[config.mk]
export PLATFORM = sky130hd
export DESIGN_NAME = ocg_clock_ctrl
export DESIGN_NICKNAME = d
export VERILOG_FILES = /design/src/ocg_pkg.sv /design/src/ocg_clock_ctrl.sv
export SDC_FILE = /design/constraint.sdc
export NUM_CORES = 1
export LEC_CHECK = 0
export BUFFER_PORTS_ARGS = -buffer_cell sky130_fd_sc_hd__buf_4
export CORE_MARGIN = 1
export CORE_UTILIZATION = 55
export CTS_BUF_LIST = sky130_fd_sc_hd__clkbuf_8
export DETAILED_ROUTE_END_ITERATION = 10
export MAX_ROUTING_LAYER = met4
export PLACE_DENSITY = 0.9
export SLEW_MARGIN = 10
export SYNTH_ARGS = -nofsm -noshare
export SYNTH_HDL_FRONTEND = slang
export SYNTH_SLANG_ARGS = --single-unit
[constraint.sdc]
create_clock -name clk_sys_in -period 1.7 [get_ports clk_sys_in]
set_input_delay 0.085 -clock clk_sys_in [delete_from_list [all_inputs] [get_ports clk_sys_in]]
set_output_delay 0.085 -clock clk_sys_in [all_outputs]
set_load 0.02 [all_outputs]
[src/ocg_pkg.sv]
// package: register map, field layout, enumerations and carriers of the clock gating block
package ocg_pkg;

  ////////////////////////////////////////////////////////////////////////////
  // register bus geometry
  localparam int unsigned ADDR_W = 3;
  localparam int unsigned DATA_W = 8;

  ////////////////////////////////////////////////////////////////////////////
  // register offsets
  localparam logic [2:0] OFS_PLL_CTRL   = 3'h0;
  localparam logic [2:0] OFS_BANDWIDTH  = 3'h1;
  localparam logic [2:0] OFS_PLL_PROG   = 3'h2;
  localparam logic [2:0] OFS_CONFIG_TWO = 3'h3;
  localparam logic [2:0] OFS_CLK_STATUS = 3'h4;

  ////////////////////////////////////////////////////////////////////////////
  // pll control fields
  localparam int unsigned BIT_IRQ_EN   = 7;
  localparam int unsigned BIT_IRQ_FLAG = 6;
  localparam int unsigned BIT_PLL_ON   = 5;
  localparam int unsigned BIT_BCS      = 4;
  // bandwidth control fields
  localparam int unsigned BIT_AUTO     = 7;
  localparam int unsigned BIT_LOCK     = 6;
  localparam int unsigned BIT_ACQ      = 5;
  // config two fields
  localparam int unsigned BIT_XTAL_NODIV = 2;
  localparam int unsigned BIT_XTAL_KEEP  = 1;
  localparam int unsigned BIT_RC_DISABLE = 0;
  // clock status fields
  localparam int unsigned BIT_ST_RC    = 0;
  localparam int unsigned BIT_ST_XTAL  = 1;
  localparam int unsigned BIT_ST_STOPL = 2;
  localparam int unsigned BIT_ST_SRC   = 3;

  ////////////////////////////////////////////////////////////////////////////
  // reset values
  localparam logic [7:0] RST_VCO_RANGE = 8'h00;
  localparam logic       RST_BIT       = 1'b0;

  ////////////////////////////////////////////////////////////////////////////
  // pin synchroniser lanes
  localparam int unsigned SYNC_W    = 5;
  localparam int unsigned LANE_RC   = 0;
  localparam int unsigned LANE_XTAL = 1;
  localparam int unsigned LANE_PLL  = 2;
  localparam int unsigned LANE_LOCK = 3;
  localparam int unsigned LANE_ACQ  = 4;

  ////////////////////////////////////////////////////////////////////////////
  // base clock sources
  typedef enum logic [1:0] {
    SRC_XTAL      = 2'b00,
    SRC_XTAL_DIV2 = 2'b01,
    SRC_PLL_DIV2  = 2'b10
  } ocg_src_e;

  // register bus request carrier
  typedef struct packed {
    logic              wr;
    logic              rd;
    logic [ADDR_W-1:0] addr;
    logic [DATA_W-1:0] wdata;
  } ocg_req_s;

endpackage : ocg_pkg

[src/ocg_clock_ctrl.sv]
// oscillator gating, base clock selection and pll control register interlocks
`timescale 1ns/10ps

//
// Contract
// - watchdog clock always from rc oscillator
// - rc clock runs after reset, run, wait
// - rc disable bit resets 0; stops rc in stop only
// - sysint enable gates rc and crystal oscillators
// - rc clock feeds sysint and watchdog
// - pll reference is buffered crystal clock
// - wait leaves all oscillator clocks running
// - stop halts crystal unless keep bit set
// - kept crystal clock keeps clocking rtc
// - break keeps all clocks running
// - base clock: crystal, crystal/2, pll/2
// - bus clock is half base clock
// - auto off: irq enable held 0
// - auto off: flag and lock read 0
// - auto on: acquisition bit read-only
// - pll off or range zero: bcs 0
// - pll on: programming register read-only
// - bcs set: pll on forced, locked
// - interrupt on lock entry and exit
// - auto and irq enable: irq on toggle
// - bcs set selects pll/2 source
module ocg_clock_ctrl (
  // clock and reset
  input  wire logic             clk_sys_in,
  input  wire logic             arst_n_in,
  // register port
  input  wire ocg_pkg::ocg_req_s reg_req_in,
  output logic [7:0]            reg_rdata_out,
  // system integration module
  input  wire logic             osc_enable_from_sysint_in,
  input  wire logic             stop_mode_in,
  input  wire logic             wait_mode_in,
  input  wire logic             break_mode_in,
  // analog oscillator and pll pins
  input  wire logic             rc_osc_pin_in,
  input  wire logic             xtal_amp_in,
  input  wire logic             pll_divided_clk_in,
  input  wire logic             pll_lock_pin_in,
  input  wire logic             pll_acq_pin_in,
  // analog controls
  output logic                  rc_osc_en_out,
  output logic                  xtal_osc_en_out,
  output logic                  pll_power_on_out,
  output logic                  acquisition_mode_bit_out,
  output logic [7:0]            vco_range_select_out,
  // clocks to consumers
  output logic                  watchdog_clk_out,
  output logic                  sysint_clk_out,
  output logic                  xtal_clk_out,
  output logic                  pll_ref_clk_out,
  output logic                  rtc_clk_out,
  output logic                  base_clk_out,
  output logic                  bus_clk_out,
  // interrupt request
  output logic                  pll_irq_out
);

  ////////////////////////////////////////////////////////////////////////////
  // pin synchronisers
  logic [ocg_pkg::SYNC_W-1:0] sync1_q;
  logic [ocg_pkg::SYNC_W-1:0] sync2_q;

  always_ff @(posedge clk_sys_in or negedge arst_n_in) begin
    if (!arst_n_in) begin
      sync1_q <= '0;
      sync2_q <= '0;
    end else begin
      sync1_q <= {pll_acq_pin_in, pll_lock_pin_in, pll_divided_clk_in,
                  xtal_amp_in, rc_osc_pin_in};
      sync2_q <= sync1_q;
    end
  end

  ////////////////////////////////////////////////////////////////////////////
  // register state
  logic       irq_en_q,    irq_en_d;
  logic       irq_flag_q,  irq_flag_d;
  logic       pll_on_q,    pll_on_d;
  logic       bcs_q,       bcs_d;
  logic       auto_q,      auto_d;
  logic       acq_q,       acq_d;
  logic [7:0] vrs_q,       vrs_d;
  logic       keep_q,      keep_d;
  logic       rcdis_q,     rcdis_d;
  logic       nodiv_q,     nodiv_d;
  logic       lock_prev_q, lock_prev_d;
  logic [7:0] rdata_q,     rdata_d;
  logic       stop_lat_q,  stop_lat_d;
  logic       keep_lat_q,  keep_lat_d;
  logic       rcdis_lat_q, rcdis_lat_d;
  logic       rc_on_q,     rc_on_d;
  logic       xtal_on_q,   xtal_on_d;
  ocg_pkg::ocg_src_e cur_src_q, cur_src_d;

  logic lock_s;
  logic acq_s;
  logic wr_ctrl;
  logic wr_bw;
  logic rd_ctrl;
  logic lock_toggle;

  function automatic logic hit(input logic stb, input logic [2:0] a, input logic [2:0] ofs);
    hit = stb && (a == ofs);
  endfunction : hit

  assign lock_s      = sync2_q[ocg_pkg::LANE_LOCK];
  assign acq_s       = sync2_q[ocg_pkg::LANE_ACQ];
  assign wr_ctrl     = hit(reg_req_in.wr, reg_req_in.addr, ocg_pkg::OFS_PLL_CTRL);
  assign wr_bw       = hit(reg_req_in.wr, reg_req_in.addr, ocg_pkg::OFS_BANDWIDTH);
  assign rd_ctrl     = hit(reg_req_in.rd, reg_req_in.addr, ocg_pkg::OFS_PLL_CTRL);
  assign lock_toggle = lock_s ^ lock_prev_q;

  always_comb begin
    irq_en_d    = irq_en_q;
    irq_flag_d  = irq_flag_q;
    pll_on_d    = pll_on_q;
    bcs_d       = bcs_q;
    auto_d      = auto_q;
    acq_d       = acq_q;
    vrs_d       = vrs_q;
    keep_d      = keep_q;
    rcdis_d     = rcdis_q;
    nodiv_d     = nodiv_q;
    lock_prev_d = lock_s;
    if (wr_bw) begin
      auto_d = reg_req_in.wdata[ocg_pkg::BIT_AUTO];
      if (!auto_q) begin
        acq_d = reg_req_in.wdata[ocg_pkg::BIT_ACQ];
      end
    end
    if (auto_d) begin
      acq_d = acq_s;
    end
    if (wr_ctrl) begin
      irq_en_d = reg_req_in.wdata[ocg_pkg::BIT_IRQ_EN];
      bcs_d    = reg_req_in.wdata[ocg_pkg::BIT_BCS];
      pll_on_d = reg_req_in.wdata[ocg_pkg::BIT_PLL_ON] | bcs_q;
    end
    // programming register only moves while the pll is powered down
    if (hit(reg_req_in.wr, reg_req_in.addr, ocg_pkg::OFS_PLL_PROG) && !pll_on_q) begin
      vrs_d = reg_req_in.wdata;
    end
    if (hit(reg_req_in.wr, reg_req_in.addr, ocg_pkg::OFS_CONFIG_TWO)) begin
      keep_d  = reg_req_in.wdata[ocg_pkg::BIT_XTAL_KEEP];
      rcdis_d = reg_req_in.wdata[ocg_pkg::BIT_RC_DISABLE];
      nodiv_d = reg_req_in.wdata[ocg_pkg::BIT_XTAL_NODIV];
    end
    if (!pll_on_d || vrs_d == 8'h00) begin
      bcs_d = 1'b0;
    end
    if (!auto_d) begin
      irq_en_d = 1'b0;
    end
    // read of control clears the flag; a toggle in the same cycle wins
    if (rd_ctrl) begin
      irq_flag_d = 1'b0;
    end
    if (auto_q && lock_toggle) begin
      irq_flag_d = 1'b1;
    end
    if (!auto_d) begin
      irq_flag_d = 1'b0;
    end
  end

  ////////////////////////////////////////////////////////////////////////////
  // read data, one cycle after the strobe
  always_comb begin
    rdata_d = 8'h00;
    if (reg_req_in.rd) begin
      case (reg_req_in.addr)
        ocg_pkg::OFS_PLL_CTRL: begin
          rdata_d[ocg_pkg::BIT_IRQ_EN]   = irq_en_q;
          rdata_d[ocg_pkg::BIT_IRQ_FLAG] = irq_flag_q & auto_q;
          rdata_d[ocg_pkg::BIT_PLL_ON]   = pll_on_q;
          rdata_d[ocg_pkg::BIT_BCS]      = bcs_q;
        end
        ocg_pkg::OFS_BANDWIDTH: begin
          rdata_d[ocg_pkg::BIT_AUTO] = auto_q;
          rdata_d[ocg_pkg::BIT_LOCK] = lock_s & auto_q;
          rdata_d[ocg_pkg::BIT_ACQ]  = acq_q;
        end
        ocg_pkg::OFS_PLL_PROG: begin
          rdata_d = vrs_q;
        end
        ocg_pkg::OFS_CONFIG_TWO: begin
          rdata_d[ocg_pkg::BIT_XTAL_NODIV] = nodiv_q;
          rdata_d[ocg_pkg::BIT_XTAL_KEEP]  = keep_q;
          rdata_d[ocg_pkg::BIT_RC_DISABLE] = rcdis_q;
        end
        ocg_pkg::OFS_CLK_STATUS: begin
          rdata_d[ocg_pkg::BIT_ST_RC]    = rc_on_q;
          rdata_d[ocg_pkg::BIT_ST_XTAL]  = xtal_on_q;
          rdata_d[ocg_pkg::BIT_ST_STOPL] = stop_lat_q;
          rdata_d[ocg_pkg::BIT_ST_SRC+1:ocg_pkg::BIT_ST_SRC] = cur_src_q;
        end
        default: begin
          rdata_d = 8'h00;
        end
      endcase
    end
  end

  ////////////////////////////////////////////////////////////////////////////
  // stop entry latch and oscillator enables

  always_comb begin
    stop_lat_d  = stop_mode_in;
    keep_lat_d  = keep_lat_q;
    rcdis_lat_d = rcdis_lat_q;
    // sample once on entry; later writes wait until stop is left
    if (stop_mode_in && !stop_lat_q) begin
      keep_lat_d  = keep_q;
      rcdis_lat_d = rcdis_q;
    end
    // wait is deliberately not looked at: it changes nothing here
    if (break_mode_in) begin
      rc_on_d   = 1'b1;
      xtal_on_d = 1'b1;
    end else if (stop_lat_d) begin
      rc_on_d   = !rcdis_lat_d;
      xtal_on_d = keep_lat_d;
    end else begin
      rc_on_d   = osc_enable_from_sysint_in;
      xtal_on_d = osc_enable_from_sysint_in;
    end
  end

  ////////////////////////////////////////////////////////////////////////////
  // gated clocks and dividers
  logic rc_clk_q,     rc_clk_d;
  logic xtal_clk_q,   xtal_clk_d;
  logic xtal_div2_q,  xtal_div2_d;
  logic pll_src_q,    pll_src_d;
  logic pll_div2_q,   pll_div2_d;
  logic base_q,       base_d;
  logic bus_q,        bus_d;
  logic irq_q,        irq_d;
  ocg_pkg::ocg_src_e  want_src;
  logic              next_lvl;

  function automatic logic src_level(input ocg_pkg::ocg_src_e s, input logic x,
                                     input logic xd, input logic pd);
    case (s)
      ocg_pkg::SRC_XTAL:      src_level = x;
      ocg_pkg::SRC_XTAL_DIV2: src_level = xd;
      ocg_pkg::SRC_PLL_DIV2:  src_level = pd;
      default:                src_level = 1'b0;
    endcase
  endfunction : src_level

  always_comb begin
    rc_clk_d    = sync2_q[ocg_pkg::LANE_RC] & rc_on_q;
    xtal_clk_d  = sync2_q[ocg_pkg::LANE_XTAL] & xtal_on_q;
    pll_src_d   = sync2_q[ocg_pkg::LANE_PLL] & pll_on_q;
    xtal_div2_d = xtal_div2_q ^ (xtal_clk_d & !xtal_clk_q);
    pll_div2_d  = pll_div2_q ^ (pll_src_d & !pll_src_q);
    if (bcs_q) begin
      want_src = ocg_pkg::SRC_PLL_DIV2;
    end else if (nodiv_q) begin
      want_src = ocg_pkg::SRC_XTAL;
    end else begin
      want_src = ocg_pkg::SRC_XTAL_DIV2;
    end
    cur_src_d = cur_src_q;
    // switch only with output and new source both low: low phase stretches, never cut
    next_lvl = src_level(want_src, xtal_clk_d, xtal_div2_d, pll_div2_d);
    if (want_src != cur_src_q && !base_q && !next_lvl) begin
      cur_src_d = want_src;
    end
    if (cur_src_d != cur_src_q) begin
      base_d = next_lvl;
    end else if (want_src != cur_src_q && !base_q) begin
      base_d = 1'b0;
    end else begin
      base_d = src_level(cur_src_q, xtal_clk_d, xtal_div2_d, pll_div2_d);
    end
    bus_d = bus_q ^ (base_d & !base_q);
    irq_d = irq_flag_d & irq_en_d;
  end

  ////////////////////////////////////////////////////////////////////////////
  // registers
  always_ff @(posedge clk_sys_in or negedge arst_n_in) begin
    if (!arst_n_in) begin
      irq_en_q    <= ocg_pkg::RST_BIT;
      irq_flag_q  <= ocg_pkg::RST_BIT;
      pll_on_q    <= ocg_pkg::RST_BIT;
      bcs_q       <= ocg_pkg::RST_BIT;
      auto_q      <= ocg_pkg::RST_BIT;
      acq_q       <= ocg_pkg::RST_BIT;
      vrs_q       <= ocg_pkg::RST_VCO_RANGE;
      keep_q      <= ocg_pkg::RST_BIT;
      rcdis_q     <= ocg_pkg::RST_BIT;
      nodiv_q     <= ocg_pkg::RST_BIT;
      lock_prev_q <= ocg_pkg::RST_BIT;
      rdata_q     <= 8'h00;
      stop_lat_q  <= ocg_pkg::RST_BIT;
      keep_lat_q  <= ocg_pkg::RST_BIT;
      rcdis_lat_q <= ocg_pkg::RST_BIT;
      rc_on_q     <= 1'b1;
      xtal_on_q   <= 1'b1;
      rc_clk_q    <= 1'b0;
      xtal_clk_q  <= 1'b0;
      xtal_div2_q <= 1'b0;
      pll_src_q   <= 1'b0;
      pll_div2_q  <= 1'b0;
      base_q      <= 1'b0;
      bus_q       <= 1'b0;
      irq_q       <= 1'b0;
      cur_src_q   <= ocg_pkg::SRC_XTAL_DIV2;
    end else begin
      irq_en_q    <= irq_en_d;
      irq_flag_q  <= irq_flag_d;
      pll_on_q    <= pll_on_d;
      bcs_q       <= bcs_d;
      auto_q      <= auto_d;
      acq_q       <= acq_d;
      vrs_q       <= vrs_d;
      keep_q      <= keep_d;
      rcdis_q     <= rcdis_d;
      nodiv_q     <= nodiv_d;
      lock_prev_q <= lock_prev_d;
      rdata_q     <= rdata_d;
      stop_lat_q  <= stop_lat_d;
      keep_lat_q  <= keep_lat_d;
      rcdis_lat_q <= rcdis_lat_d;
      rc_on_q     <= rc_on_d;
      xtal_on_q   <= xtal_on_d;
      rc_clk_q    <= rc_clk_d;
      xtal_clk_q  <= xtal_clk_d;
      xtal_div2_q <= xtal_div2_d;
      pll_src_q   <= pll_src_d;
      pll_div2_q  <= pll_div2_d;
      base_q      <= base_d;
      bus_q       <= bus_d;
      irq_q       <= irq_d;
      cur_src_q   <= cur_src_d;
    end
  end

  ////////////////////////////////////////////////////////////////////////////
  // outputs, each straight from a flop
  assign reg_rdata_out            = rdata_q;
  assign rc_osc_en_out            = rc_on_q;
  assign xtal_osc_en_out          = xtal_on_q;
  assign pll_power_on_out         = pll_on_q;
  assign acquisition_mode_bit_out = acq_q;
  assign vco_range_select_out     = vrs_q;
  assign watchdog_clk_out         = rc_clk_q;
  assign sysint_clk_out           = rc_clk_q;
  assign xtal_clk_out             = xtal_clk_q;
  assign pll_ref_clk_out          = xtal_clk_q;
  assign rtc_clk_out              = xtal_clk_q;
  assign base_clk_out             = base_q;
  assign bus_clk_out              = bus_q;
  assign pll_irq_out              = irq_q;
endmodule : ocg_clock_ctrl

; ---- Word level (Yosys, flattened, before mapping)
; Index checks and enable logic that the tools add are counted.
[totals]
mem_bits_ro = 0
elab_cells = 110
output_inout_bits = 28
memories = 0
latch_bits = 0
inputBits = 24
mem_bits_rw = 0
reg_bits = 51
[classes]
shifts = 0
addsub = 0
n_mul = 0
mux = 31
eq_ne = 11
bitwise = 14
reduce_logical = 26
div = 0
n_lt_le_gt_ge = 0
[op_table]
columns = op, n
row1 = $mux W1, 21
row2 = $pmux W3 S3, 2
row3 = $mux W8, 2
row4 = $logic_and A1 B1 Y1, 10
row5 = $and A1 B1 Y1, 9
row6 = $pmux W1 S3, 3
row7 = $logic_not A1 Y1, 8
row8 = $logic_not A8 Y1, 1
row9 = $eq A3 B2 Y1 const B, 2
row10 = $eq A2 B1 Y1 const B, 2
row11 = $eq A2 B2 Y1 const B, 2
row12 = $logic_not A2 Y1, 2
row13 = $mux W2, 2
row14 = $ne A2 B2 Y1, 2
row15 = $reduce_bool A2 Y1, 2
row16 = $xor A1 B1 Y1, 4
row17 = $eq A3 B1 Y1 const B, 1
row18 = $eq A3 B3 Y1 const B, 1
row19 = $logic_not A3 Y1, 1
row20 = $ne A2 B1 Y1 const B, 1
row21 = $pmux W1 S2, 1
row22 = $reduce_and A2 Y1, 1
row23 = $logic_or A1 B1 Y1, 1
row24 = $or A1 B1 Y1, 1

; ---- Longest topological paths before layout
[logic_depth]
ltp_word = 11
ltp_mapped = 7
mapped_depth_nobuf = 5

; ---- Worst setup path after synthesis
; Ideal clock, no wire load.
[synth_timing]
kind = register to register
start = register pll_on_q (netlist: pll_power_on_out)
end = register bcs_q
t_arrival_ns = 1.432
slack_ns = 0.134
required_ns = 1.566
stages_incl_launch_ff = 6
setup_time_ns = 0.134
period_less_slack_ns = 1.566
n_path_buf = 1
path_cell_list = dfrtp_1 -> nor4bb_4 -> buf_6 -> mux2_4 -> nor2_2 -> a21oi_2
[synth_between]
elab_chain_len = 6
word_cells_on_any_way = 9
cone_classes = mux (3) / reduce/logical (6)
[synth_rtl]
columns = element, line
row1 = "start, declared", ocg_clock_ctrl.sv:83  ; logic pll_on_q, pll_on_d;
row2 = "start signal, assigned", ocg_clock_ctrl.sv:293  ; pll_on_q <= ocg_pkg::RST_BIT;
row3 = "start signal, assigned", ocg_clock_ctrl.sv:320  ; pll_on_q <= pll_on_d;
row4 = $logic_not A1 Y1 *, ocg_clock_ctrl.sv:145  ; if (hit(reg_req_in.wr, reg_req_in.addr, ocg_pkg::OFS_PLL_PROG) && !pll_on_q) begin
row5 = $logic_and A1 B1 Y1 *, ocg_clock_ctrl.sv:145
row6 = $mux W8 *, ocg_clock_ctrl.sv:145
row7 = net vrs_d[6], ocg_clock_ctrl.sv:87  ; logic [7:0] vrs_q, vrs_d;
row8 = $logic_not A8 Y1 *, ocg_clock_ctrl.sv:153  ; if (!pll_on_d || vrs_d == 8'h00) begin
row9 = $logic_or A1 B1 Y1 *, ocg_clock_ctrl.sv:153
row10 = $mux W1 or $reduce_bool A2 Y1 (tied branches), --
row11 = "end signal, assigned", ocg_clock_ctrl.sv:294  ; bcs_q <= ocg_pkg::RST_BIT;
row12 = "end signal, assigned", ocg_clock_ctrl.sv:321  ; bcs_q <= bcs_d;
row13 = "end, declared", ocg_clock_ctrl.sv:84  ; logic bcs_q, bcs_d;
; Mark *: on every way through the listed nets, which the timed path passes. The rest lies on a longest branch.
; A chain may end at the register's enable or synchronous reset.

; ---- Final worst setup path
[layout_timing]
start = register pll_on_q (netlist: pll_power_on_out)
end = register vrs_q[2] (netlist: vco_range_select_out[2])
[layout_between]
elab_chain_len = 3
[layout_rtl]
columns = element, line
row1 = $logic_not A1 Y1, ocg_clock_ctrl.sv:145
row2 = $logic_and A1 B1 Y1, ocg_clock_ctrl.sv:145
row3 = $mux W8, ocg_clock_ctrl.sv:145
row4 = net vrs_d[2], ocg_clock_ctrl.sv:87
row5 = "end signal, assigned", ocg_clock_ctrl.sv:297  ; vrs_q <= ocg_pkg::RST_VCO_RANGE;
row6 = "end signal, assigned", ocg_clock_ctrl.sv:324  ; vrs_q <= vrs_d;
row7 = "end, declared", ocg_clock_ctrl.sv:87
; The timed path passes the listed nets, and every way through them passes these cells.

==> impl_metrics.tcl <==
set metrics [dict create \
    first_pass_iters 4 \
    rows 22 \
    report.final.slew_viol_count 0 \
    synthXorXnorAreaFrac_pct 1.57 \
    fillCellCount 252 \
    grt.overflow.total 0 \
    async_reset_ff_share_pct 100 \
    grt.total_usage_pct 24.7 \
    path_depth 3 \
    max-slew-margin-rel_pct 59.7 \
    vdd_drop_max_uv 820 \
    p_int_mw 2.57 \
    nets 268 \
    vias 1658 \
    drt_iter0_markers 83 \
    tritoncts "done" \
    p_seq_share_pct 45.0 \
    timing.fmax_ghz 0.617 \
    htree_levels 2 \
    clk_pin_slew_ns 0.09 \
    combPwrFrac_pct 28.9 \
    grt_max_degree 52 \
    fin_crit_sh_pct 95.4 \
    crit_slowest_cell "dfrtp_1" \
    syn_area_sq_mm 0.00224 \
    post-route-min-period_ns 1.62 \
    layout_setup_ws_ns 0.0784 \
    grt_pass1_vias 1546 \
    synth_ff_type "dfrtp_1" \
    die_w_microns 65.8 \
    core_sq_mm 0.00377 \
    antenna_found_initial 0 \
    hp-class "primary input to register" \
    synth-edff-count 0 \
    crit_type "register to register" \
    holdPathStages 2 \
    ys_top_cells_by_area "dfrtp_1 54%, mux2_2 7.0%, dfstp_2 3.5%" \
    status "completed" \
    vias_per_cell 5.66 \
    diodes 0 \
    wirelength_microns 4530 \
    yosys.area.top_type "dfrtp_1" \
    hold_viol 0 \
    drc_errors 0 \
    place_ws_ns 0.0631 \
    setup_violations 0 \
    worst_pin_slew_ns 0.605 \
    globalplace.congestion 0.891 \
    cp_data_required_time_ns 1.88 \
    switchingPower_mw 1.15 \
    synth_cell_types 52 \
    synth_fp_nets 209 \
    io_buffers 50 \
    synthAdderAreaFrac_pct 0 \
    multiInputGateArea_sq_um 876 \
    synth.top_cell.area_share_pct 53.7 \
    yosys.area_share.simple_pct 15.1 \
    insertion_delay_ns 0.31 \
    switching_share_pct 30.9 \
    io_pins 52 \
    path_max_fanout 8 \
    muxShareOfSynthArea_pct 9.73 \
    totalPowerFinal_mw 3.71 \
    p_clk_share_pct 26.1 \
    regArea_sq_mm 0.00128 \
    ys_warn_count 0 \
    synth-compound-area-share_pct 12.2 \
    ant_nets 0 \
    die-area_sq_mm 0.00433 \
    ys_ff_latch 51 \
    dp_hpwl_microns 3200 \
    worst-path-buf-inv 1 \
    syn_avg_cell_area_sq_um 12.1 \
    synthesis.instances 185 \
    clkSinkCount 51 \
    clockBufferDepth 2 \
    crit_path_end_kind "register" \
    root_buffer "clkbuf_8" \
    grt_pass1_wl_microns 7580 \
    critPathMaxStageDelay_ns 0.49 \
    initial_core_util_pct 59.3 \
    cp_top_family "flip-flops" \
    crit_chain "nor4bb_4, buf_4, mux2_2" \
    die_y_microns 65.8 \
    yosysSeqAreaShare_pct 57.2 \
    numCtsBuffers 5 \
    tns_ns 0 \
    rr_worst_depth 3 \
    syn_to_final_growth_pct 27.9 \
    cap_violations 0 \
    postLayoutCoreUtil_pct 75.8 \
    power_density_mw_per_mm2 1300 \
    crit_path_start_kind "register" \
    synth_top_family_by_area "simple AND/OR/NAND/NOR gates" \
    p_leak_nw 1.31 \
    wl_per_cell_microns 15.5 \
    drive_gt1_share_pct 36.3 \
    finClkSkew_ns 0.0108 \
    worstPathArrival_ns 1.81 \
]
## cell families after synthesis
| kind of cell | Yosys count |
|---|---|
| flip-flops | 51 |
| AND/OR/NAND/NOR | 55 |
| AO/OA/AOI/OAI | 39 |
| XOR/XNOR | 4 |
| multiplexers | 19 |
| buffers and inverters | 17 |
## synthesized netlist by cell type, drive strengths merged, types with 4 or more instances
cell    number
a21oi        8
and2         5
buf          7
dfrtp       48
inv          7
mux2        16
nand2       10
nand2b       4
nand3        4
nor2        12
nor2b        5
o21ai        6
## path summary, 6_finish.rpt
path,start,end,slack (ns)
max in group asynchronous,arst_n_in,lock_prev_q,0.96
min,reg_req_in[6],vco_range_select_out[6],0.02
max,pll_power_on_out,vco_range_select_out[2],0.08
min in group asynchronous,arst_n_in,xtal_div2_q,0.33
max reg2reg,pll_power_on_out,vco_range_select_out[2],0.08
min reg2reg,sync1_q[0],sync2_q[0],0.35
## metrics by stage
stage               instances  hold slack [ns]  area [sq um]
global placement          277            0.136          2640
finish                    293           0.0248          2860
detailed placement        277            0.140          2640
CTS                       293           0.0232          2850
floorplan                 185           -0.211          2240
global route              293           0.0160          2860
## per-layer routing
layer  share of wire, %  vias to the layer above  GRT usage (%)
li1                   -                      771              -
met1                 44                      823           32.3
met2                 50                       58           38.3
met3                5.3                        6           6.38
met4               0.86                        0           6.52
met5                  0                        -              -
## layout by cell type, fill, tap and decap left out, drive strengths merged, types with 2 or more instances in the layout
cell type / count
a32oi: 2
and3: 2
clkbuf: 5
dfstp: 3
o41ai: 2
mux2: 16
nand2b: 4
dlygate4sd3: 8
xor2: 2
nand3b: 3
xnor2: 2
a21oi: 8
a211oi: 2
nand2: 10
dfrtp: 48
bufinv: 2
o22ai: 3
inv: 8
nand3: 4
nor4b: 2
and2: 5
mux2i: 3
buf: 54
a22oi: 3
nor2: 12
o21ai: 6
nor2b: 5
a31oi: 3
## power by group through the flow
stage	Sequential [mW]	Clock, mW	Combinational [mW]
6_report	1.67	0.969	1.07
3_3_place_gp	1.68	0	0.999
5_1_grt	1.71	1.04	1.15
3_5_place_dp	1.69	0	1.03
2_1_floorplan	1.78	0	0.509
4_1_cts	1.67	0.981	1.06
## state kept, by name, summed over array words and instances, names as in the netlist, 2 cells and up
signal                cells
sync2_q                   5
sync1_q                   5
reg_rdata_out             8
cur_src_q                 2
vco_range_select_out      8
## what timing repair did
action / CTS / global route
endpoints found under the setup margin: 0 / 1
hold buffers: 8 / 0
setup buffers: 0 / 0
gates resized for setup: 0 / 1
hold endpoints to repair: 56 / 0
## final cells by class
class / count / area share (%)
sequential: 51 / 44.8
timing repair buffer: 62 / 17.0
tap: 48 / 2.10
inverter: 7 / 0.919
clock inverter: 3 / 2.23
clock buffer: 5 / 2.41
multi-input combinational: 117 / 30.6
## worst register-to-register path: cells and delay by family (launching register included)
family / cells / cell delay (ns)
buffers and inverters: 1 / 0.24
flip-flops: 1 / 0.49
multiplexers: 1 / 0.36
AND/OR/NAND/NOR: 1 / 0.40
Note: power is estimated with default switching activity, not from simulation.
